===== config.mk =====
export PLATFORM = sky130hd
export DESIGN_NAME = pcir_ctrl
export DESIGN_NICKNAME = d
export VERILOG_FILES = /design/src/hdl/pcir_ctrl.v /design/src/hdl/pcir_pulse_timer.v /design/src/hdl/pcir_event_regs.v
export VERILOG_INCLUDE_DIRS = /design/src /design/src/hdl
export SDC_FILE = /design/constraint.sdc
export NUM_CORES = 1
export LEC_CHECK = 0
export BUFFER_PORTS_ARGS = -buffer_cell sky130_fd_sc_hd__buf_4
export CAP_MARGIN = 20
export CORE_MARGIN = 2
export CORE_UTILIZATION = 50
export CTS_BUF_LIST = sky130_fd_sc_hd__clkbuf_8 sky130_fd_sc_hd__clkbuf_16
export DETAILED_ROUTE_END_ITERATION = 10
export PLACE_DENSITY = 0.76
export SLEW_MARGIN = 5
export SYNTH_ARGS = -nofsm -noshare
export SYNTH_HDL_FRONTEND = slang
export SYNTH_SLANG_ARGS = --single-unit

===== constraint.sdc =====
create_clock -name clk_in -period 4.86 [get_ports clk_in]
set_clock_uncertainty 0.1 [all_clocks]
set_input_delay 0 -clock clk_in [delete_from_list [all_inputs] [get_ports clk_in]]
set_output_delay 0 -clock clk_in [all_outputs]
set_load 0.01 [all_outputs]

===== src/hdl/pcir_consts.vh =====
// Constants for the card ready/busy, interrupt and status-change block
// Overview of operation
// - After reset: memory-only, busy until firmware ready
// - Configured card: emulator interrupt drives request low
// - Pulsed mode: low pulse at least one microsecond
// - Level mode: hold request until host processed
// - Option register bit 6 selects pulse/level
// - Card reset clears configuration, memory-only mode
// - Status-change pin follows a control register bit
// - Memory-only writes accepted only while ready
`ifndef PCIR_CONSTS_VH
`define PCIR_CONSTS_VH
// Register addresses (local firmware port)
`define PCIR_ADDR_CTRL 4'h0
`define PCIR_ADDR_OPTION 4'h1
`define PCIR_ADDR_STATUS 4'h2
`define PCIR_ADDR_IRQ_STAT 4'h3
`define PCIR_ADDR_IRQ_MASK 4'h4
// Control register fields
`define PCIR_CTRL_READY_BIT 0
`define PCIR_CTRL_STSCHG_BIT 1
`define PCIR_CTRL_IO_CFG_BIT 2
`define PCIR_CTRL_ACK_BIT 3
// Option register field: pulsed (1) or level (0)
`define PCIR_OPT_PULSE_BIT 6
// Interrupt status bits
`define PCIR_EV_CARD_RESET 0
`define PCIR_EV_HOST_WRITE 1
`define PCIR_EV_WR_REFUSED 2
// Reset values
`define PCIR_CTRL_RST 8'h00
`define PCIR_OPTION_RST 8'h00
`define PCIR_MASK_RST 8'h00
// Timing: least pulse width
`define PCIR_PULSE_NS 1000
`define PCIR_CLK_NS 100
`define PCIR_PULSE_CYC ((`PCIR_PULSE_NS + `PCIR_CLK_NS - 1) / `PCIR_CLK_NS)
`endif


===== src/hdl/pcir_ctrl.v =====
// Card ready/busy-interrupt, reset and status-change controller
//
// Added by the designer: strobed register access and the register offsets.
`timescale 1ns/10ps
`include "pcir_consts.vh"
module pcir_ctrl #(
    parameter PULSE_CYCLES = `PCIR_PULSE_CYC,
    parameter CNT_W = 8
) (
    input wire clk_in,
    input wire rst_n_in,
    // Card reset pin, active high, sampled on clk
    input wire card_iface_reset_in,
    // Internal interrupt line from the UART emulator
    input wire emulator_int_line_in,
    // Host strobes (active low)
    input wire host_write_strobe_n_in,
    input wire host_card_enable_n_in,
    input wire host_attr_select_n_in,
    // Host configuration write (decoded elsewhere) of option register
    input wire host_cfg_wr_in,
    input wire [7:0] host_cfg_data_in,
    // Host indication that interrupt was serviced (level mode)
    input wire host_int_ack_in,
    // Firmware register port
    input wire [3:0] reg_addr_in,
    input wire [7:0] reg_wdata_in,
    input wire reg_wr_in,
    input wire reg_rd_in,
    output reg [7:0] reg_rdata_out,
    // Pins
    output reg card_ready_busy_irq_n_out,
    output reg card_status_change_out,
    // Qualified attribute/config write toward memory
    output reg attr_write_ok_out,
    output reg fw_irq_out
);
    // Control bits owned by firmware
    reg ready_r;
    reg stschg_r;
    // Card configuration (option) register, written by host
    reg [7:0] option_r;
    // Card configured for I/O-and-memory operation
    reg io_cfg_r;
    // Level interrupt latch
    reg level_req_r;
    // Previous emulator line for edge detect
    reg emu_d_r;
    // Previous host write strobe condition
    reg hwr_d_r;
    // Interrupt mask
    reg [2:0] mask_r;

    wire emu_rise;
    wire pulse_mode;
    wire host_wr_now;
    wire host_wr_allowed;
    wire pulse_active;
    wire [2:0] ev_status;
    wire ev_pending;
    wire [2:0] events;
    wire fw_wr_ctrl;
    wire fw_clr_stat;
    wire fw_ack;
    wire irq_active;

    assign emu_rise = emulator_int_line_in & ~emu_d_r;
    assign pulse_mode = option_r[`PCIR_OPT_PULSE_BIT];
    assign host_wr_now = ~host_write_strobe_n_in & ~host_card_enable_n_in
        & ~host_attr_select_n_in;
    // memory-only needs pin high
    // The pin itself gates, not ready_r, which runs one cycle ahead of it
    assign host_wr_allowed = io_cfg_r | card_ready_busy_irq_n_out;
    assign fw_wr_ctrl = reg_wr_in && (reg_addr_in == `PCIR_ADDR_CTRL);
    assign fw_clr_stat = reg_wr_in && (reg_addr_in == `PCIR_ADDR_IRQ_STAT);
    assign fw_ack = fw_wr_ctrl && reg_wdata_in[`PCIR_CTRL_ACK_BIT];

    // Pulse stretcher: starts on a new emulator request when configured for pulsed mode and no pulse is running
    pcir_pulse_timer #(
        .CYCLES(PULSE_CYCLES),
        .WIDTH(CNT_W)
    ) u_pulse (
        .clk_in(clk_in),
        .rst_n_in(rst_n_in),
        .clear_in(card_iface_reset_in),
        .start_in(emu_rise & io_cfg_r & pulse_mode & ~card_iface_reset_in),
        .active_out(pulse_active)
    );

    assign events = {host_wr_now & ~hwr_d_r & ~host_wr_allowed,
        host_wr_now & ~hwr_d_r & host_wr_allowed,
        card_iface_reset_in};

    // Events for firmware
    pcir_event_regs #(
        .N(3)
    ) u_events (
        .clk_in(clk_in),
        .rst_n_in(rst_n_in),
        .event_in(events),
        .clear_we_in(fw_clr_stat),
        .clear_in(reg_wdata_in[2:0]),
        .mask_in(mask_r),
        .status_out(ev_status),
        .pending_out(ev_pending)
    );

    // Firmware-owned control bits
    always @(posedge clk_in or negedge rst_n_in) begin
        if (!rst_n_in) begin
            ready_r <= 1'b0;
            stschg_r <= 1'b0;
            mask_r <= 3'h0;
        end else begin
            if (card_iface_reset_in) begin
                ready_r <= 1'b0;
            end else if (fw_wr_ctrl) begin
                // Firmware sets ready once set-up is done
                ready_r <= reg_wdata_in[`PCIR_CTRL_READY_BIT];
            end
            if (fw_wr_ctrl) begin
                stschg_r <= reg_wdata_in[`PCIR_CTRL_STSCHG_BIT];
            end
            if (reg_wr_in && (reg_addr_in == `PCIR_ADDR_IRQ_MASK)) begin
                mask_r <= reg_wdata_in[2:0];
            end
        end
    end

    // Host-owned configuration, cleared by card reset
    always @(posedge clk_in or negedge rst_n_in) begin
        if (!rst_n_in) begin
            option_r <= `PCIR_OPTION_RST;
            io_cfg_r <= 1'b0;
        end else if (card_iface_reset_in) begin
            option_r <= `PCIR_OPTION_RST;
            io_cfg_r <= 1'b0;
        end else if (host_cfg_wr_in && host_wr_allowed) begin
            // Any nonzero configuration index enables I/O and memory
            option_r <= host_cfg_data_in;
            io_cfg_r <= (host_cfg_data_in[5:0] != 6'h00);
        end
    end

    // Level request: set by emulator, released after host service
    always @(posedge clk_in or negedge rst_n_in) begin
        if (!rst_n_in) begin
            level_req_r <= 1'b0;
        end else if (card_iface_reset_in || !io_cfg_r || pulse_mode) begin
            level_req_r <= 1'b0;
        end else if (emulator_int_line_in) begin
            level_req_r <= 1'b1;
        end else if (host_int_ack_in || fw_ack) begin
            level_req_r <= 1'b0;
        end
    end

    assign irq_active = pulse_mode ? pulse_active : level_req_r;

    // Pin and delay flops
    always @(posedge clk_in or negedge rst_n_in) begin
        if (!rst_n_in) begin
            card_ready_busy_irq_n_out <= 1'b0;
            card_status_change_out <= 1'b0;
            attr_write_ok_out <= 1'b0;
            fw_irq_out <= 1'b0;
            emu_d_r <= 1'b0;
            hwr_d_r <= 1'b0;
        end else begin
            emu_d_r <= emulator_int_line_in;
            hwr_d_r <= host_wr_now;
            if (!io_cfg_r) begin
                card_ready_busy_irq_n_out <= ready_r & ~card_iface_reset_in;
            end else begin
                card_ready_busy_irq_n_out <= ~irq_active;
            end
            card_status_change_out <= stschg_r;
            attr_write_ok_out <= host_wr_now & host_wr_allowed;
            fw_irq_out <= ev_pending;
        end
    end

    // Register read data, one cycle after strobe
    always @(posedge clk_in or negedge rst_n_in) begin
        if (!rst_n_in) begin
            reg_rdata_out <= 8'h00;
        end else if (reg_rd_in) begin
            case (reg_addr_in)
                `PCIR_ADDR_CTRL: reg_rdata_out <= {5'h00, io_cfg_r, stschg_r, ready_r};
                `PCIR_ADDR_OPTION: reg_rdata_out <= option_r;
                `PCIR_ADDR_STATUS: reg_rdata_out <= {5'h00, pulse_active, level_req_r,
                    card_ready_busy_irq_n_out};
                `PCIR_ADDR_IRQ_STAT: reg_rdata_out <= {5'h00, ev_status};
                `PCIR_ADDR_IRQ_MASK: reg_rdata_out <= {5'h00, mask_r};
                default: reg_rdata_out <= 8'h00;
            endcase
        end else begin
            reg_rdata_out <= 8'h00;
        end
    end
endmodule // pcir_ctrl


===== src/hdl/pcir_pulse_timer.v =====
// Low-pulse stretcher for the pulsed host interrupt
`timescale 1ns/10ps
module pcir_pulse_timer #(
    parameter CYCLES = 10,
    parameter WIDTH = 8
) (
    input wire clk_in,
    input wire rst_n_in,
    input wire clear_in,
    input wire start_in,
    output wire active_out
);
    // Remaining cycles of the current pulse
    reg [WIDTH-1:0] count_r;
    reg [WIDTH-1:0] count_nxt;

    // Load on start, count down to zero; clear aborts
    always @* begin
        count_nxt = count_r;
        if (clear_in) begin
            count_nxt = {WIDTH{1'b0}};
        end else if (start_in && (count_r == {WIDTH{1'b0}})) begin
            count_nxt = CYCLES[WIDTH-1:0];
        end else if (count_r != {WIDTH{1'b0}}) begin
            count_nxt = count_r - {{(WIDTH-1){1'b0}}, 1'b1};
        end
    end

    // Counter flop
    always @(posedge clk_in or negedge rst_n_in) begin
        if (!rst_n_in) begin
            count_r <= {WIDTH{1'b0}};
        end else begin
            count_r <= count_nxt;
        end
    end

    assign active_out = (count_r != {WIDTH{1'b0}});
endmodule // pcir_pulse_timer


===== src/hdl/pcir_event_regs.v =====
// Sticky event status with write-one-to-clear and mask
`timescale 1ns/10ps
module pcir_event_regs #(
    parameter N = 3
) (
    input wire clk_in,
    input wire rst_n_in,
    input wire [N-1:0] event_in,
    input wire clear_we_in,
    input wire [N-1:0] clear_in,
    input wire [N-1:0] mask_in,
    output wire [N-1:0] status_out,
    output wire pending_out
);
    // Sticky flags
    reg [N-1:0] stat_r;
    genvar i;

    // Set wins over clear so no event is lost
    generate
        for (i = 0; i < N; i = i + 1) begin : g_bit
            always @(posedge clk_in or negedge rst_n_in) begin
                if (!rst_n_in) begin
                    stat_r[i] <= 1'b0;
                end else if (event_in[i]) begin
                    stat_r[i] <= 1'b1;
                end else if (clear_we_in && clear_in[i]) begin
                    stat_r[i] <= 1'b0;
                end
            end
        end
    endgenerate

    assign status_out = stat_r;
    assign pending_out = |(stat_r & mask_in);
endmodule // pcir_event_regs


==> After elaboration in Yosys (flattened, before gate mapping) <==
Index checks and enable logic that the tools add are counted.
{ "op_classes": {"bitwise": 21, "n_mux": 22, "reduce_logical": 25, "addsub": 1, "eq_ne": 4} }
{ "ops": {"columns": ["cell", "n"], "rows": [
  ["$mux W8", 6],
  ["$pmux W8 S5", 1],
  ["$mux W1", 15],
  ["$and A1 B1 Y1", 11],
  ["$reduce_bool A2 Y1", 5],
  ["$logic_and A1 B1 Y1", 9],
  ["$eq A4 B2 Y1 const B", 2],
  ["$logic_not A8 Y1", 1],
  ["$not A1 Y1", 8],
  ["$reduce_bool A8 Y1", 1],
  ["$sub A8 B1 Y8 const B", 1],
  ["$reduce_bool A3 Y1", 2],
  ["$reduce_bool A6 Y1", 1],
  ["$eq A4 B1 Y1 const B", 1],
  ["$eq A4 B3 Y1 const B", 1],
  ["$logic_not A4 Y1", 1],
  ["$and A3 B3 Y3", 1],
  ["$logic_or A1 B1 Y1", 3],
  ["$reduce_or A3 Y1", 1],
  ["$logic_not A1 Y1", 1],
  ["$or A1 B1 Y1", 1]
]} }
{ "word_totals": {"regBits": 40, "word_cells": 90, "output_inout_bits": 12, "in_bits": 31} }

==> Depth between registers and ports, before layout <==
{ "depth": {"depth_word": 8, "depth_mapped": 6, "ltp_nobuf": 6} }

==> Hierarchy <==
A second synthesis with hierarchy kept.
{ "unflattened": {"cells_unflattened": 165, "hier_area_um2": 1884.3} }
{ "modules_own_cells": {"columns": ["module", "cells_per_inst", "seq_area_each_um2", "instances", "area_each_um2"], "rows": [
  ["pcir_ctrl", 108, 725.7, 1, 1313.8],
  ["pcir_pulse_timer", 46, 200.2, 1, 446.7],
  ["pcir_event_regs", 11, 75.1, 1, 123.9]
]} }

==> Worst setup path before layout <==
No wires, ideal clock.
{ "synth_timing": {"kind": "reg-to-reg", "start": "reg u_pulse.count_r[4]", "end": "reg u_pulse.count_r[1]", "period_less_slack_ns": 1.861, "setup_ns": 0.126, "path_stages_with_launch": 4, "required_time_ns": 4.634, "slack_ns": 2.999, "t_arrival_ns": 1.635, "path_buffers": 0, "cell_sequence": "dfrtp_1 -> or4_4 -> or3_4 -> o311a_1"} }
{ "synth_between": {"elab_chain_len": 4, "elab_cells_between_ends": 6, "cone_classes": "mux: 2; reduce/logical: 4"} }
{ "synth_lines": {"columns": ["element", "line_no", "source"], "rows": [
  ["start: declaration", "pcir_pulse_timer.v:14", "reg [WIDTH-1:0] count_r;"],
  ["start signal: assignment", "pcir_pulse_timer.v:32", "count_r <= {WIDTH{1'b0}};"],
  ["start signal: assignment", "pcir_pulse_timer.v:34", "count_r <= count_nxt;"],
  ["$logic_not A8 Y1", "pcir_pulse_timer.v:22", "end else if (start_in && (count_r == {WIDTH{1'b0}})) begin"],
  ["$logic_and A1 B1 Y1", "pcir_pulse_timer.v:22", null],
  ["$mux W8", "pcir_pulse_timer.v:22", null],
  ["$mux W8", "pcir_pulse_timer.v:20", "if (clear_in) begin"]
]} }
Parallel ways exist; a longest one is shown, timed or not.
A chain may end at the register's enable or synchronous reset.

==> Worst setup path after layout <==
{ "layout_timing": {"start": "reg io_cfg_r", "end": "reg option_r[5]"} }
{ "layout_between": {"elab_chain_len": 3} }
{ "layout_lines": {"columns": ["element", "line_no", "source"], "rows": [
  ["start: declaration", "pcir_ctrl.v:44", "reg io_cfg_r;"],
  ["start signal: assignment", "pcir_ctrl.v:141", "io_cfg_r <= (host_cfg_data_in[5:0] != 6'h00);"],
  ["$or A1 B1 Y1", "pcir_ctrl.v:73", "assign host_wr_allowed = io_cfg_r | card_ready_busy_irq_n_out;"],
  ["$logic_and A1 B1 Y1", "pcir_ctrl.v:138", "end else if (host_cfg_wr_in && host_wr_allowed) begin"],
  ["$reduce_bool A2 Y1 (no line)", null, null],
  ["end signal: assignment", "pcir_ctrl.v:133", "option_r <= `PCIR_OPTION_RST;"],
  ["end signal: assignment", "pcir_ctrl.v:136", "option_r <= `PCIR_OPTION_RST;"],
  ["end signal: assignment", "pcir_ctrl.v:140", "option_r <= host_cfg_data_in;"],
  ["end: declaration", "pcir_ctrl.v:42", "reg [7:0] option_r;"]
]} }
No other way between the ends.

==> out/metrics.cfg <==
[worst_setup_path]
critical_path_arrival_ps=2190
crit_type=flop to flop
cp_max_fo=8
required_ps=4930
critPathCaptureType=flop
startpoint_type=flop

[yosys]
synth_top_family_by_area=simple AND/OR/NAND/NOR gates
postSynthCellCount=168
synth.cell_area_sq_um=1810
synthMuxAreaShare=0.113
synthXorXnorAreaFrac=0.00968
synthAdderAreaFrac=0.0138
ys_ff_latch=40
ys_types=36
syn_avg_cell_area_sq_um=10.8
synth_simple_gate_area_frac=0.179
ys_warn_count=0
seq_area_frac_synth=0.553
synth-compound-area-share=0.106
syn-num-nets=201

[power_and_ir_drop]
leakage_uw=0.00126
ir_worst_vdd_v=0.000191
p_per_area_nw_per_um2=378

[cts]
clock-sinks=40
clk_latency_ps=290
cts_buffers=5
clockBufferDepth=2
cts-htree-levels=2
tritoncts=done
postCtsSetupBuffers=0
root_buffer=clkbuf_8
clk_pin_slew_ps=80

[drt]
drt-pass1-iter-count=4
wl_um=4290
routedWlPerCell_um=15.1
drt_iter0_markers=105
vias_per_cell=5.48
vias=1555
drc=0
ant_nets=0

[sta]
rsz0062_at_grt=no
fin_crit_sh=0.437
final_hold_viol_count=0
tightest_slew_ps=590
fmax_mhz=471
max-slew-margin-rel=0.606
tns_ps=0
drv_slew=0
min_period_ps=2120
finalSetupViolCount=0

[global_route]
antenna_found_initial=0
grt_usage=0.238
grt_start_max_net_pins=41
overflow=0
first_global_vias=1604
grt_pass1_wl_um=7450

[min_path]
hp-class=input port to flop

[floorplan]
pin_count=43
start_util=0.530
die_x_um=64.2
rows=21
core-area_sq_um=3420
dieArea_sq_um=4120
die_y_um=64.2

[place]
gp_congestion=0.874
hpwlAfterDp_um=2870
port-buffer-count=38

[final_layout]
drive_gt1_frac=0.235
fin_nets=270
utilization=0.741
syn_to_final_growth_pct=39.7
diodes=0

[run_status]
status=completed

[job]
drv_cap=0

flip-flops by register name, indices dropped and copies added (netlist names):
name,cells
ready_r,1
fw_irq_out,1
u_events.status_out,3
hwr_d_r,1
mask_r,3
stschg_r,1
u_pulse.count_r,8
reg_rdata_out,8
emu_d_r,1
attr_write_ok_out,1
option_r,8
card_status_change_out,1
level_req_r,1
card_ready_busy_irq_n_out,1
io_cfg_r,1
final timing paths:
check / start / slack (ps) / end / cells after the start
min in group asynchronous: rst_n_in / 120 / u_pulse.count_r[5] / 2
hold / removal: reg_addr_in[3] / 20 / reg_rdata_out[1] / 4
hold reg to reg: stschg_r / 320 / card_status_change_out / 0
setup / recovery: io_cfg_r / 2740 / option_r[5] / 4
setup reg to reg: io_cfg_r / 2740 / option_r[5] / 4
max in group asynchronous: rst_n_in / 4210 / reg_rdata_out[4] / 2
stage by stage:
step                      area (sq um)  power [uW]  worst slack [ps]  hold WS [ps]  instances
after CTS                         2530         962              2800          6.67        284
after global placement            2140         660              2880          -104        248
after floorplan                   1810         596              3000          -396        168
after detailed placement          2140         678              2840         -95.3        248
after global routing              2530        1010              2640          54.2        284
final                             2530         956              2740          22.7        284
layer usage:
layer  global-route usage  share of wire  routed length, um
met1                0.287           0.41               1770
met4               0.0931          0.028                120
met2                0.408           0.51               2210
met3               0.0599          0.044                191
met5                    0              0                  0
cells in the final DEF, fill, tap and decap left out, drive strengths merged:
cell / synthesis / layout
a211oi: 1 / 1
a21o: 2 / 2
clkinvlp: 0 / 1
or3b: 1 / 1
o22ai: 3 / 3
dlygate4sd3: 0 / 28
or4: 1 / 1
and2: 6 / 6
nor4b: 2 / 2
dfrtp: 40 / 40
o311a: 1 / 1
o21ba: 1 / 1
a21oi: 11 / 11
clkinv: 0 / 1
nand3: 2 / 2
nand2b: 2 / 2
nor3b: 1 / 1
a22o: 2 / 2
mux2i: 16 / 16
nand2: 8 / 8
mux2: 4 / 4
xnor2: 2 / 2
bufinv: 0 / 1
ha: 2 / 2
a31oi: 2 / 2
a222oi: 1 / 1
inv: 8 / 8
nand4: 1 / 1
nor4: 1 / 1
nor3: 9 / 9
nand3b: 1 / 1
o21ai: 5 / 5
or3: 5 / 5
nor2: 22 / 22
o21a: 1 / 1
clkbuf: 4 / 5
buf: 0 / 38
power breakdown:
group	internal, uW	switching [uW]	leakage (uW)
Sequential	374	39.2	0.000528
Combinational	136	138	0.000675
Clock	152	116	0.0000541
Total	663	293	0.00126
critical path, cell delays in order (launching register included):
cell and delay [ps]:
dfrtp_1 480, o21ai_2 530, mux2i_1 260, nor2_1 60
dlygate4sd3_1 570
layout make-up:
cell class                 count  area [sq um]
inverter                       8          30.0
clock inverter                 3          42.5
tap                           46          57.6
sequential                    40          1000
fill                         245           886
multi-input combinational    116           764
clock buffer                   5          68.8
timing repair buffer          66           566
Yosys cell counts:
cell type,n,area (sq um)
dfrtp_1,40,1000
nor2_1,22,82.6
mux2i_1,16,160
a21oi_1,11,55.1
inv_1,8,30.0
nand2_1,8,30.0
nor3_1,8,40.0
and2_1,6,37.5
clkbuf_1,4,15.0
mux2_2,4,45.0
or3_1,4,25.0
o21ai_0,3,15.0
o22ai_1,3,18.8
a21o_1,2,15.0
a22o_1,2,17.5
a31oi_1,2,12.5
ha_1,2,25.0
nand2b_1,2,12.5
nand3_1,2,10.0
nor4b_1,2,17.5
xnor2_1,2,17.5
a211oi_1,1,7.51
a222oi_1,1,10.0
nand3b_1,1,7.51
nand4_1,1,6.26
nor3_2,1,10.0
nor3b_1,1,7.51
nor4_1,1,6.26
o21a_1,1,7.51
o21ai_1,1,5.00
o21ai_2,1,8.76
o21ba_2,1,10.0
o311a_1,1,10.0
or3_4,1,11.3
or3b_2,1,8.76
or4_4,1,11.3
kinds of logic after synthesis:
group,count (synthesis)
simple gates,62
xor+xnor,2
mux,20
flops,40
compound gates,30
buf+inv,12
fa+ha+maj,2
repair_timing:
action / CTS / global route
endpoints found under the hold margin: 65 / 0
hold buffers: 28 / 0
setup endpoints to repair: 0 / 0
gates resized for setup: 0 / 0
(Power assumes the default switching activity.)
